==> config.mk <==
export PLATFORM = sky130hd
export DESIGN_NAME = task_file_port
export DESIGN_NICKNAME = d
export VERILOG_FILES = /design/src/inc/task_file_pkg.sv /design/src/rtl/task_file_port.sv
export SDC_FILE = /design/constraint.sdc
export NUM_CORES = 1
export LEC_CHECK = 0
export BUFFER_PORTS_ARGS = -buffer_cell sky130_fd_sc_hd__buf_2
export CORE_ASPECT_RATIO = 0.9
export CORE_UTILIZATION = 50
export CTS_CLUSTER_SIZE = 30
export DETAILED_ROUTE_END_ITERATION = 8
export GPL_TIMING_DRIVEN = 0
export PLACE_DENSITY = 0.79
export SETUP_SLACK_MARGIN = 0.3
export SLEW_MARGIN = 20
export SYNTH_ARGS = -nofsm -noshare
export SYNTH_HDL_FRONTEND = slang
export SYNTH_SLANG_ARGS = --single-unit
==> constraint.sdc <==
create_clock -name clk -period 5.4 [get_ports clk]
set_input_delay 0.81 -clock clk [delete_from_list [all_inputs] [get_ports clk]]
set_output_delay 0.81 -clock clk [all_outputs]
set_load 0.05 [all_outputs]
==> src/inc/task_file_pkg.sv <==
// Constants and types for the task-file register port
package task_file_pkg;
   // Register selects produced by the address decoder
   typedef enum logic [3:0] {
      SEL_NONE = 4'h0,
      SEL_DATA = 4'h1,
      SEL_ERR_FEAT = 4'h2,
      SEL_SECT_CNT = 4'h3,
      SEL_LBA_LOW = 4'h4,
      SEL_LBA_MID = 4'h5,
      SEL_LBA_HIGH = 4'h6,
      SEL_DEV_HEAD = 4'h7,
      SEL_STAT_CMD = 4'h8,
      SEL_ALT_CTRL = 4'h9,
      SEL_DRV_ADDR = 4'ha
   } reg_sel_t;

   // Command-block offsets (first chip select)
   localparam logic [2:0] OFS_DATA = 3'h0;
   localparam logic [2:0] OFS_ERR_FEAT = 3'h1;
   localparam logic [2:0] OFS_SECT_CNT = 3'h2;
   localparam logic [2:0] OFS_LBA_LOW = 3'h3;
   localparam logic [2:0] OFS_LBA_MID = 3'h4;
   localparam logic [2:0] OFS_LBA_HIGH = 3'h5;
   localparam logic [2:0] OFS_DEV_HEAD = 3'h6;
   localparam logic [2:0] OFS_STAT_CMD = 3'h7;
   // Control-block offsets (second chip select)
   localparam logic [2:0] OFS_ALT_CTRL = 3'h6;
   localparam logic [2:0] OFS_DRV_ADDR = 3'h7;

   // Device control fields
   localparam int CTL_HOB = 7;
   localparam int CTL_SOFT_RESET_BIT = 2;
   localparam int CTL_IEN_N = 1;
   // Device/head fields
   localparam int DEV_FIX7 = 7;
   localparam int DEV_LBA_MODE = 6;
   localparam int DEV_FIX5 = 5;
   localparam int DEV_DRV = 4;
   // Drive address fields
   localparam int DA_FLOAT = 7;
   localparam int DA_WTG_N = 6;

   // Reset values and read-enable masks
   localparam logic [7:0] DEV_HEAD_RST = 8'ha0;
   localparam logic [7:0] CTL_RST = 8'h08;
   localparam logic [7:0] DIAG_POR = 8'h01;
   localparam logic [7:0] BYTE_ZERO = 8'h00;
   localparam logic [15:0] WORD_ZERO = 16'h0000;
   localparam logic [15:0] OE_WORD = 16'hffff;
   localparam logic [15:0] OE_BYTE = 16'h00ff;
   localparam logic [15:0] OE_DRV_ADDR = 16'h007f;

   // Least soft-reset hold expected from the host
   localparam int SOFT_RESET_BIT_HOLD_MS = 5;
   localparam int CLK_HZ = 10_000_000;
   localparam longint SOFT_RESET_BIT_HOLD_CYC = longint'(SOFT_RESET_BIT_HOLD_MS) * CLK_HZ / 1000;

   // Width of the synchronised pin bundle
   localparam int PIN_W = 24;
endpackage : task_file_pkg

==> src/rtl/task_file_port.sv <==
// Device-side task-file register port of a parallel disk interface
`timescale 1ns/1ps

// Function
// - First select decodes eight command-block registers
// - Second select: alt status/control, drive address
// - Unmapped reads float bus, writes ignored
// - Alt status mirrors status, no acknowledge
// - Command write starts execution at once
// - Data words 16 bits, ECC bytes 8
// - Data valid only while data request set
// - Command-block write clears high-order-byte flag
// - Soft-reset bit holds device in reset
// - Interrupt only when enabled and selected
// - Drive address inverted; bit 7 floats
// - Write-gate bit low while writing disk
// - Bits 5..2 inverted current head number
// - Bits 1,0 active-low drive selects
// - Device bits 7,5 one; bit 6 mode
// - Device bit 4 selects master/slave
// - Device nibble updated at command completion
// - Error register flag layout, bits 5,3 zero
// - Error register valid after normal completion
// - Diagnostic code after reset or diagnostic
// - Abort flag on abort, device fault or bad parameter
// - Status read acknowledges pending interrupt
// - While busy every mapped read returns status
module task_file_port (
   // Clock and reset
   input wire logic clk,
   input wire logic rst,
   // Host pins
   input wire logic cs0_n,
   input wire logic cs1_n,
   input wire logic [2:0] da,
   input wire logic dior_n,
   input wire logic diow_n,
   input wire logic [15:0] dd_in,
   output logic [15:0] dd_out,
   output logic [15:0] dd_oe,
   output logic intrq,
   // Strap: this drive answers as device 1
   input wire logic is_slave,
   // Status from the drive core
   input wire logic busy_flag,
   input wire logic device_ready_flag,
   input wire logic device_fault_flag,
   input wire logic seek_complete_flag,
   input wire logic data_request_flag,
   input wire logic index_pulse_flag,
   input wire logic error_flag,
   // Command completion from the drive core
   input wire logic cmd_done,
   input wire logic diag_done,
   input wire logic [7:0] diag_code,
   input wire logic [3:0] lba_upper_now,
   input wire logic interface_crc_error_flag,
   input wire logic uncorrectable_flag,
   input wire logic sector_id_missing_flag,
   input wire logic aborted_flag,
   input wire logic invalid_param,
   input wire logic track_zero_missing_flag,
   input wire logic address_mark_missing_flag,
   input wire logic irq_event,
   // Drive mechanics
   input wire logic [3:0] head_num,
   input wire logic disk_writing,
   // Data path to the sector buffer
   input wire logic ecc_byte_mode,
   input wire logic [15:0] buf_rd_word,
   output logic buf_rd_pop,
   output logic buf_wr_push,
   output logic [15:0] buf_wr_word,
   // Command and parameters to the drive core
   output logic command_start,
   output logic [7:0] command_code,
   output logic [7:0] feature_parameter,
   output logic [7:0] sector_count,
   output logic [7:0] lba_low,
   output logic [7:0] lba_mid,
   output logic [7:0] lba_high,
   output logic [7:0] device_head_select,
   output logic soft_reset_bit,
   output logic high_order_byte_flag
);

   // Address decode shared by the read and write paths
   function automatic task_file_pkg::reg_sel_t decode(
      input logic c0_n, input logic c1_n, input logic [2:0] a);
      task_file_pkg::reg_sel_t s;
      s = task_file_pkg::SEL_NONE;
      if (!c0_n && c1_n) begin
         case (a)
            task_file_pkg::OFS_DATA: s = task_file_pkg::SEL_DATA;
            task_file_pkg::OFS_ERR_FEAT: s = task_file_pkg::SEL_ERR_FEAT;
            task_file_pkg::OFS_SECT_CNT: s = task_file_pkg::SEL_SECT_CNT;
            task_file_pkg::OFS_LBA_LOW: s = task_file_pkg::SEL_LBA_LOW;
            task_file_pkg::OFS_LBA_MID: s = task_file_pkg::SEL_LBA_MID;
            task_file_pkg::OFS_LBA_HIGH: s = task_file_pkg::SEL_LBA_HIGH;
            task_file_pkg::OFS_DEV_HEAD: s = task_file_pkg::SEL_DEV_HEAD;
            default: s = task_file_pkg::SEL_STAT_CMD;
         endcase
      end else if (c0_n && !c1_n && a == task_file_pkg::OFS_ALT_CTRL) begin
         s = task_file_pkg::SEL_ALT_CTRL;
      end else if (c0_n && !c1_n && a == task_file_pkg::OFS_DRV_ADDR) begin
         s = task_file_pkg::SEL_DRV_ADDR;
      end else begin
         s = task_file_pkg::SEL_NONE;
      end
      return s;
   endfunction : decode

   // Pin synchroniser state
   logic [task_file_pkg::PIN_W-1:0] meta_q, meta_d;
   logic [task_file_pkg::PIN_W-1:0] pins_q, pins_d;
   logic [task_file_pkg::PIN_W-1:0] prev_q, prev_d;

   // Synchronised views of the pins
   logic s_cs0_n, s_cs1_n, s_rd_n, s_wr_n, s_slave, p_rd_n, p_wr_n;
   logic [2:0] s_da;
   logic [15:0] s_dd;
   task_file_pkg::reg_sel_t sel;
   logic wr_rel, rd_start, reading;

   // Task-file state
   logic [7:0] cmd_q, cmd_d, feat_q, feat_d, scnt_q, scnt_d;
   logic [7:0] llo_q, llo_d, lmid_q, lmid_d, lhi_q, lhi_d;
   logic [7:0] dev_q, dev_d, ctl_q, ctl_d, err_q, err_d;
   logic start_q, start_d, push_q, push_d, pop_q, pop_d;
   logic [15:0] wword_q, wword_d;
   logic pend_q, pend_d, soft_reset_bit_prev_q, soft_reset_bit_prev_d;

   // Read path state
   logic [15:0] dout_q, dout_d, doe_q, doe_d;
   logic irq_q, irq_d;

   // Combinational helpers
   logic [7:0] status_byte, drv_addr_byte;
   logic selected;

   // Pins pass two flops before use; the third stage gives edge history
   always_comb begin
      meta_d = {cs0_n, cs1_n, da, dior_n, diow_n, dd_in, is_slave};
      pins_d = meta_q;
      prev_d = pins_q;
   end

   always_ff @(posedge clk or posedge rst) begin
      if (rst) begin
         meta_q <= {2'b11, 3'h0, 2'b11, 16'h0000, 1'b0};
         pins_q <= {2'b11, 3'h0, 2'b11, 16'h0000, 1'b0};
         prev_q <= {2'b11, 3'h0, 2'b11, 16'h0000, 1'b0};
      end else begin
         meta_q <= meta_d;
         pins_q <= pins_d;
         prev_q <= prev_d;
      end
   end

   // Unpack the synchronised bundle and find strobe edges
   assign s_cs0_n = pins_q[23];
   assign s_cs1_n = pins_q[22];
   assign s_da = pins_q[21:19];
   assign s_rd_n = pins_q[18];
   assign s_wr_n = pins_q[17];
   assign s_dd = pins_q[16:1];
   assign s_slave = pins_q[0];
   assign p_rd_n = prev_q[18];
   assign p_wr_n = prev_q[17];
   assign sel = decode(s_cs0_n, s_cs1_n, s_da);
   assign wr_rel = s_wr_n && !p_wr_n;
   assign rd_start = !s_rd_n && p_rd_n;
   assign reading = !s_rd_n;

   // Status byte shared by status, alternate status and busy reads
   assign status_byte = {busy_flag, device_ready_flag, device_fault_flag,
                         seek_complete_flag, data_request_flag, 1'b0,
                         index_pulse_flag, error_flag};

   // This drive is the one named by the device register
   assign selected = (dev_q[task_file_pkg::DEV_DRV] == s_slave);

   // Drive address readback, bits 6..0 inverted; bit 7 floats
   always_comb begin
      drv_addr_byte = 8'hff;
      drv_addr_byte[task_file_pkg::DA_FLOAT] = 1'b0;
      drv_addr_byte[task_file_pkg::DA_WTG_N] = !disk_writing;
      drv_addr_byte[5:2] = ~head_num;
      drv_addr_byte[1] = !(selected && s_slave);
      drv_addr_byte[0] = !(selected && !s_slave);
   end

   // Register writes, command start and side effects
   always_comb begin
      cmd_d = cmd_q;
      feat_d = feat_q;
      scnt_d = scnt_q;
      llo_d = llo_q;
      lmid_d = lmid_q;
      lhi_d = lhi_q;
      dev_d = dev_q;
      ctl_d = ctl_q;
      err_d = err_q;
      start_d = 1'b0;
      push_d = 1'b0;
      pop_d = 1'b0;
      wword_d = wword_q;
      pend_d = pend_q;
      soft_reset_bit_prev_d = ctl_q[task_file_pkg::CTL_SOFT_RESET_BIT];
      if (wr_rel) begin
         if (sel != task_file_pkg::SEL_NONE && sel != task_file_pkg::SEL_ALT_CTRL
             && sel != task_file_pkg::SEL_DRV_ADDR) begin
            ctl_d[task_file_pkg::CTL_HOB] = 1'b0;
         end
         case (sel)
            task_file_pkg::SEL_DATA: begin
               push_d = 1'b1;
               wword_d = ecc_byte_mode ? {8'h00, s_dd[7:0]} : s_dd;
            end
            task_file_pkg::SEL_ERR_FEAT: feat_d = s_dd[7:0];
            task_file_pkg::SEL_SECT_CNT: scnt_d = s_dd[7:0];
            task_file_pkg::SEL_LBA_LOW: llo_d = s_dd[7:0];
            task_file_pkg::SEL_LBA_MID: lmid_d = s_dd[7:0];
            task_file_pkg::SEL_LBA_HIGH: lhi_d = s_dd[7:0];
            task_file_pkg::SEL_DEV_HEAD: dev_d = s_dd[7:0];
            task_file_pkg::SEL_STAT_CMD: begin
               cmd_d = s_dd[7:0];
               start_d = 1'b1;
            end
            task_file_pkg::SEL_ALT_CTRL: begin
               ctl_d = s_dd[7:0];
               ctl_d[3] = 1'b1;
               ctl_d[0] = 1'b0;
            end
            default: ctl_d = ctl_d;
         endcase
      end
      // Fixed device register bits
      dev_d[task_file_pkg::DEV_FIX7] = 1'b1;
      dev_d[task_file_pkg::DEV_FIX5] = 1'b1;
      // Completion updates and error capture
      if (cmd_done) begin
         dev_d[3:0] = lba_upper_now;
         err_d = {interface_crc_error_flag, uncorrectable_flag, 1'b0,
                  sector_id_missing_flag, 1'b0,
                  aborted_flag || invalid_param || device_fault_flag,
                  track_zero_missing_flag, address_mark_missing_flag};
      end
      if (diag_done) begin
         err_d = diag_code;
      end
      // Soft reset release reloads the diagnostic code
      if (soft_reset_bit_prev_q && !ctl_q[task_file_pkg::CTL_SOFT_RESET_BIT]) begin
         err_d = diag_code;
      end
      // Data word popped when the host takes a valid word
      if (rd_start && sel == task_file_pkg::SEL_DATA && !busy_flag && data_request_flag) begin
         pop_d = 1'b1;
      end
      // Pending interrupt: a new event wins over the acknowledge
      if (rd_start && sel == task_file_pkg::SEL_STAT_CMD) begin
         pend_d = 1'b0;
      end
      if (ctl_q[task_file_pkg::CTL_SOFT_RESET_BIT]) begin
         pend_d = 1'b0;
      end
      if (irq_event && !ctl_q[task_file_pkg::CTL_SOFT_RESET_BIT]) begin
         pend_d = 1'b1;
      end
   end

   always_ff @(posedge clk or posedge rst) begin
      if (rst) begin
         cmd_q <= task_file_pkg::BYTE_ZERO;
         feat_q <= task_file_pkg::BYTE_ZERO;
         scnt_q <= task_file_pkg::BYTE_ZERO;
         llo_q <= task_file_pkg::BYTE_ZERO;
         lmid_q <= task_file_pkg::BYTE_ZERO;
         lhi_q <= task_file_pkg::BYTE_ZERO;
         dev_q <= task_file_pkg::DEV_HEAD_RST;
         ctl_q <= task_file_pkg::CTL_RST;
         err_q <= task_file_pkg::DIAG_POR;
         start_q <= 1'b0;
         push_q <= 1'b0;
         pop_q <= 1'b0;
         wword_q <= task_file_pkg::WORD_ZERO;
         pend_q <= 1'b0;
         soft_reset_bit_prev_q <= 1'b0;
      end else begin
         cmd_q <= cmd_d;
         feat_q <= feat_d;
         scnt_q <= scnt_d;
         llo_q <= llo_d;
         lmid_q <= lmid_d;
         lhi_q <= lhi_d;
         dev_q <= dev_d;
         ctl_q <= ctl_d;
         err_q <= err_d;
         start_q <= start_d;
         push_q <= push_d;
         pop_q <= pop_d;
         wword_q <= wword_d;
         pend_q <= pend_d;
         soft_reset_bit_prev_q <= soft_reset_bit_prev_d;
      end
   end

   // Read data mux; the bus is driven only while the synchronised read strobe is low
   always_comb begin
      dout_d = task_file_pkg::WORD_ZERO;
      doe_d = task_file_pkg::WORD_ZERO;
      if (reading && sel != task_file_pkg::SEL_NONE) begin
         doe_d = task_file_pkg::OE_BYTE;
         if (busy_flag) begin
            dout_d = {8'h00, status_byte};
         end else begin
            case (sel)
               task_file_pkg::SEL_DATA: begin
                  doe_d = ecc_byte_mode ? task_file_pkg::OE_BYTE
                                        : task_file_pkg::OE_WORD;
                  if (data_request_flag) begin
                     dout_d = ecc_byte_mode ? {8'h00, buf_rd_word[7:0]}
                                            : buf_rd_word;
                  end
               end
               task_file_pkg::SEL_ERR_FEAT: dout_d = {8'h00, err_q};
               task_file_pkg::SEL_SECT_CNT: dout_d = {8'h00, scnt_q};
               task_file_pkg::SEL_LBA_LOW: dout_d = {8'h00, llo_q};
               task_file_pkg::SEL_LBA_MID: dout_d = {8'h00, lmid_q};
               task_file_pkg::SEL_LBA_HIGH: dout_d = {8'h00, lhi_q};
               task_file_pkg::SEL_DEV_HEAD: dout_d = {8'h00, dev_q};
               task_file_pkg::SEL_DRV_ADDR: begin
                  dout_d = {8'h00, drv_addr_byte};
                  doe_d = task_file_pkg::OE_DRV_ADDR;
               end
               default: dout_d = {8'h00, status_byte};
            endcase
         end
      end
      // Interrupt line gated by enable and selection
      irq_d = pend_q && !ctl_q[task_file_pkg::CTL_IEN_N] && selected;
   end

   always_ff @(posedge clk or posedge rst) begin
      if (rst) begin
         dout_q <= task_file_pkg::WORD_ZERO;
         doe_q <= task_file_pkg::WORD_ZERO;
         irq_q <= 1'b0;
      end else begin
         dout_q <= dout_d;
         doe_q <= doe_d;
         irq_q <= irq_d;
      end
   end

   // Outputs
   assign dd_out = dout_q;
   assign dd_oe = doe_q;
   assign intrq = irq_q;
   assign buf_rd_pop = pop_q;
   assign buf_wr_push = push_q;
   assign buf_wr_word = wword_q;
   assign command_start = start_q;
   assign command_code = cmd_q;
   assign feature_parameter = feat_q;
   assign sector_count = scnt_q;
   assign lba_low = llo_q;
   assign lba_mid = lmid_q;
   assign lba_high = lhi_q;
   assign device_head_select = dev_q;
   assign soft_reset_bit = ctl_q[task_file_pkg::CTL_SOFT_RESET_BIT];
   assign high_order_byte_flag = ctl_q[task_file_pkg::CTL_HOB];

endmodule : task_file_port

==> impl_results.md <==
- Most used DFF post-synth: dfrtp_1
- CP endpoint kind: register
- Fillers: 949
- Tot Pwr: 3.055 mW
- Mapped Area: 6284 um2
- Die area: 13020 um2
- Dpl ws: 3.320 ns
- P&R area growth vs syn: 27.52%
- Syn Area/Cell: 13.81 um2
- Placed cell count: 800
- Largest net degree at the start of global routing: 90
- Average wire per standard cell: 18.69 um
- Crit Path Class: register to register
- Die height: 108.4 um
- Remaining global-route overflow: 0
- ANT cells: 0
- Initial antenna violation count: 0
- Fin nets: 738
- Via-to-Cell Ratio: 5.221
- Most frequent cells in the layout: buf_2 (190), dfrtp_1 (145), mux2_2 (67), buf_4 (21)
- Worst vdd ir: 323.5 uV
- I/O pins: 187
- CTS Hold Buffers Added: 0
- Worst EP required: 5.65 ns
- Met3 routed WL: 1.474 mm
- Setup TNS: 0 ns
- Drt pass-1 iters: 5
- Clk sinks: 156
- GRT Overall Usage: 25.46%
- Max Cap Viol: 0
- Commonest non-fill, non-tap cell in the layout: buf_2
- Clk slew on worst S/H paths: 0.06 ns
- Max Fanout on Critical Path: 10
- Initial Util: 51.62%
- RSZ-0062 raised after global routing: no
- Tmin final: 2.191 ns
- Layout Cells excl Fill: 832
- Post-synthesis async set-or-reset flop share: 100.0%
- Setup ws final: 3.209 ns
- Max-slew headroom: 52.30%
- CTS resizes: 0
- Seq/Total Area, Yosys: 62.35%
- GP Congestion: 0.8241
- Layout cell share with drive strength beyond 1: 51.04%
- Pwr/cell area: 381.3 nW/um2
- Synth unique cells: 60
- Highest routed layer: met4
- Final hold violation count: 0
- Core Rows: 38
- DRC viols: 0
- WHS: 0.3472 ns
- TritonCTS Buffers: 17
- Leakage: 4.169 nW
- Core Area: 12170 um2
- H-Tree Depth: 4
- Postcts setup bufs: 0
- Least-Margin Pin Slew: 0.6975 ns
- CTS tree: yes
- Tcrit/Tclk final: 40.57%
- #FFs+latches synth: 156
- Layout Utilization: 65.83%
- Clk root buf: clkbuf_16
- Detail Placement HPWL: 11.43 mm
- Met2 WL: 7.413 mm
- Die X: 120.2 um
- Initial DRC count: 257
- Status: completed
- Max Buffers Root-to-Sink: 2
- Skew-Pair Late Insertion Delay: 0.42 ns
- Startpoint types: register
- Mapped Cells: 455
- Yosys warns: 0
- M1 WL: 6.462 mm
- # setup viols final: 0
- First-pass GRT wire length: 24.13 mm
- EDFF count, synth: 0
- CP arrival: 2.44 ns
- DRT Wirelength: 15.55 mm
- Routed Antenna Nets: 0
- Max frequency: 456.5 MHz
- Worst Hold Class: register to register
- Vias in the first global route: 4402
- PortBufs: 183
- Final Max Tran Viols: 0
- Placed inst area: 7438 um2
- Vias: 4344
- Worst Skew: 0.01153 ns
- Design area: 8013 um2
-- synth_stat cells, types with 2 or more instances --
master,count,share of area [%]
and3_1,4,0.40
dfstp_2,11,4.6
clkbuf_2,2,0.16
mux2i_1,20,3.2
and3b_1,2,0.28
and2_1,2,0.20
a2bb2oi_1,3,0.42
dfrtp_1,145,58
ha_1,2,0.40
clkbuf_1,3,0.18
nor3_4,4,1.0
or3_1,2,0.20
a21oi_1,20,1.6
a31oi_1,2,0.20
o32ai_1,4,0.56
nand2_1,12,0.72
nand3b_1,5,0.60
buf_2,7,0.56
nor2_1,17,1.0
a22oi_1,2,0.24
mux2_1,2,0.36
nand2b_1,5,0.50
nor3_1,9,0.72
buf_6,2,0.36
a311oi_1,7,0.98
nand2_2,2,0.20
nand4b_1,2,0.28
a211oi_1,3,0.36
nor2b_1,13,1.3
nand3_2,2,0.32
a32oi_1,2,0.28
inv_1,16,0.96
mux2_2,67,12
buf_4,21,2.5
o21ai_0,7,0.56
nand2b_4,2,0.44
-- flip-flops by register name, indices dropped and copies added, names as in the netlist, 16 cells and up --
signal	flops
meta_q	24
pins_q	24
buf_wr_word	16
dd_out	16
-- layer usage --
| layer | vias to the layer above | global-route usage (%) |
|---|---|---|
| met5 | - | 0 |
| met4 | 0 | 8.482 |
| met3 | 14 | 9.494 |
| met2 | 191 | 40.72 |
| met1 | 2147 | 32.09 |
| li1 | 1992 | - |
-- area by class of cell --
type | count | area [um2] | area share, %
Multi-Input combinational cell | 248 | 2069 | 25.83
Clock buffer | 19 | 432.9 | 5.403
Tap cell | 160 | 200.2 | 2.498
Timing Repair Buffer | 184 | 943.4 | 11.77
Inverter | 17 | 71.32 | 0.8901
Clock inverter | 13 | 141.4 | 1.765
Buffer | 35 | 236.5 | 2.951
Sequential cell | 156 | 3918 | 48.89
-- logic make-up after synthesis --
family                   share of synthesized area, %
AND/OR/NAND/NOR                                 9.897
multiplexers                                    15.91
buffers and inverters                           4.779
other                                         0.05968
flip-flops                                      62.35
AO/OA/AOI/OAI                                   6.611
adder cells (fa/ha/maj)                        0.3982
-- critical path, stage by stage (launching register included) --
cell and delay (ns):
dfrtp_1 0.49, buf_4 0.23, buf_4 0.21, mux2i_1 0.22, nor2_1 0.05, a2111oi_0 0.62, a311oi_1 0.20
-- final timing paths --
kind,from,to,slack (ns),cells after the start
min in group asynchronous,rst,buf_wr_word[6],0.43,2
worst max-delay path,pins_q[21],dd_out[5],3.21,6
worst max register to register,pins_q[21],dd_out[5],3.21,6
worst min-delay path,meta_q[16],pins_q[16],0.35,0
worst min register to register,meta_q[16],pins_q[16],0.35,0
max in group asynchronous,rst,err_q[0],4.17,3
-- power by group --
group / internal [mW] / leakage (nW) / switching [mW] / total [mW]
combinational: 0.160 / 1.92 / 0.410 / 0.570
clock: 0.681 / 0.274 / 0.462 / 1.14
sequential: 1.27 / 1.97 / 0.0711 / 1.34
total: 2.11 / 4.17 / 0.943 / 3.06
Note: power is estimated with default switching activity, not from simulation.
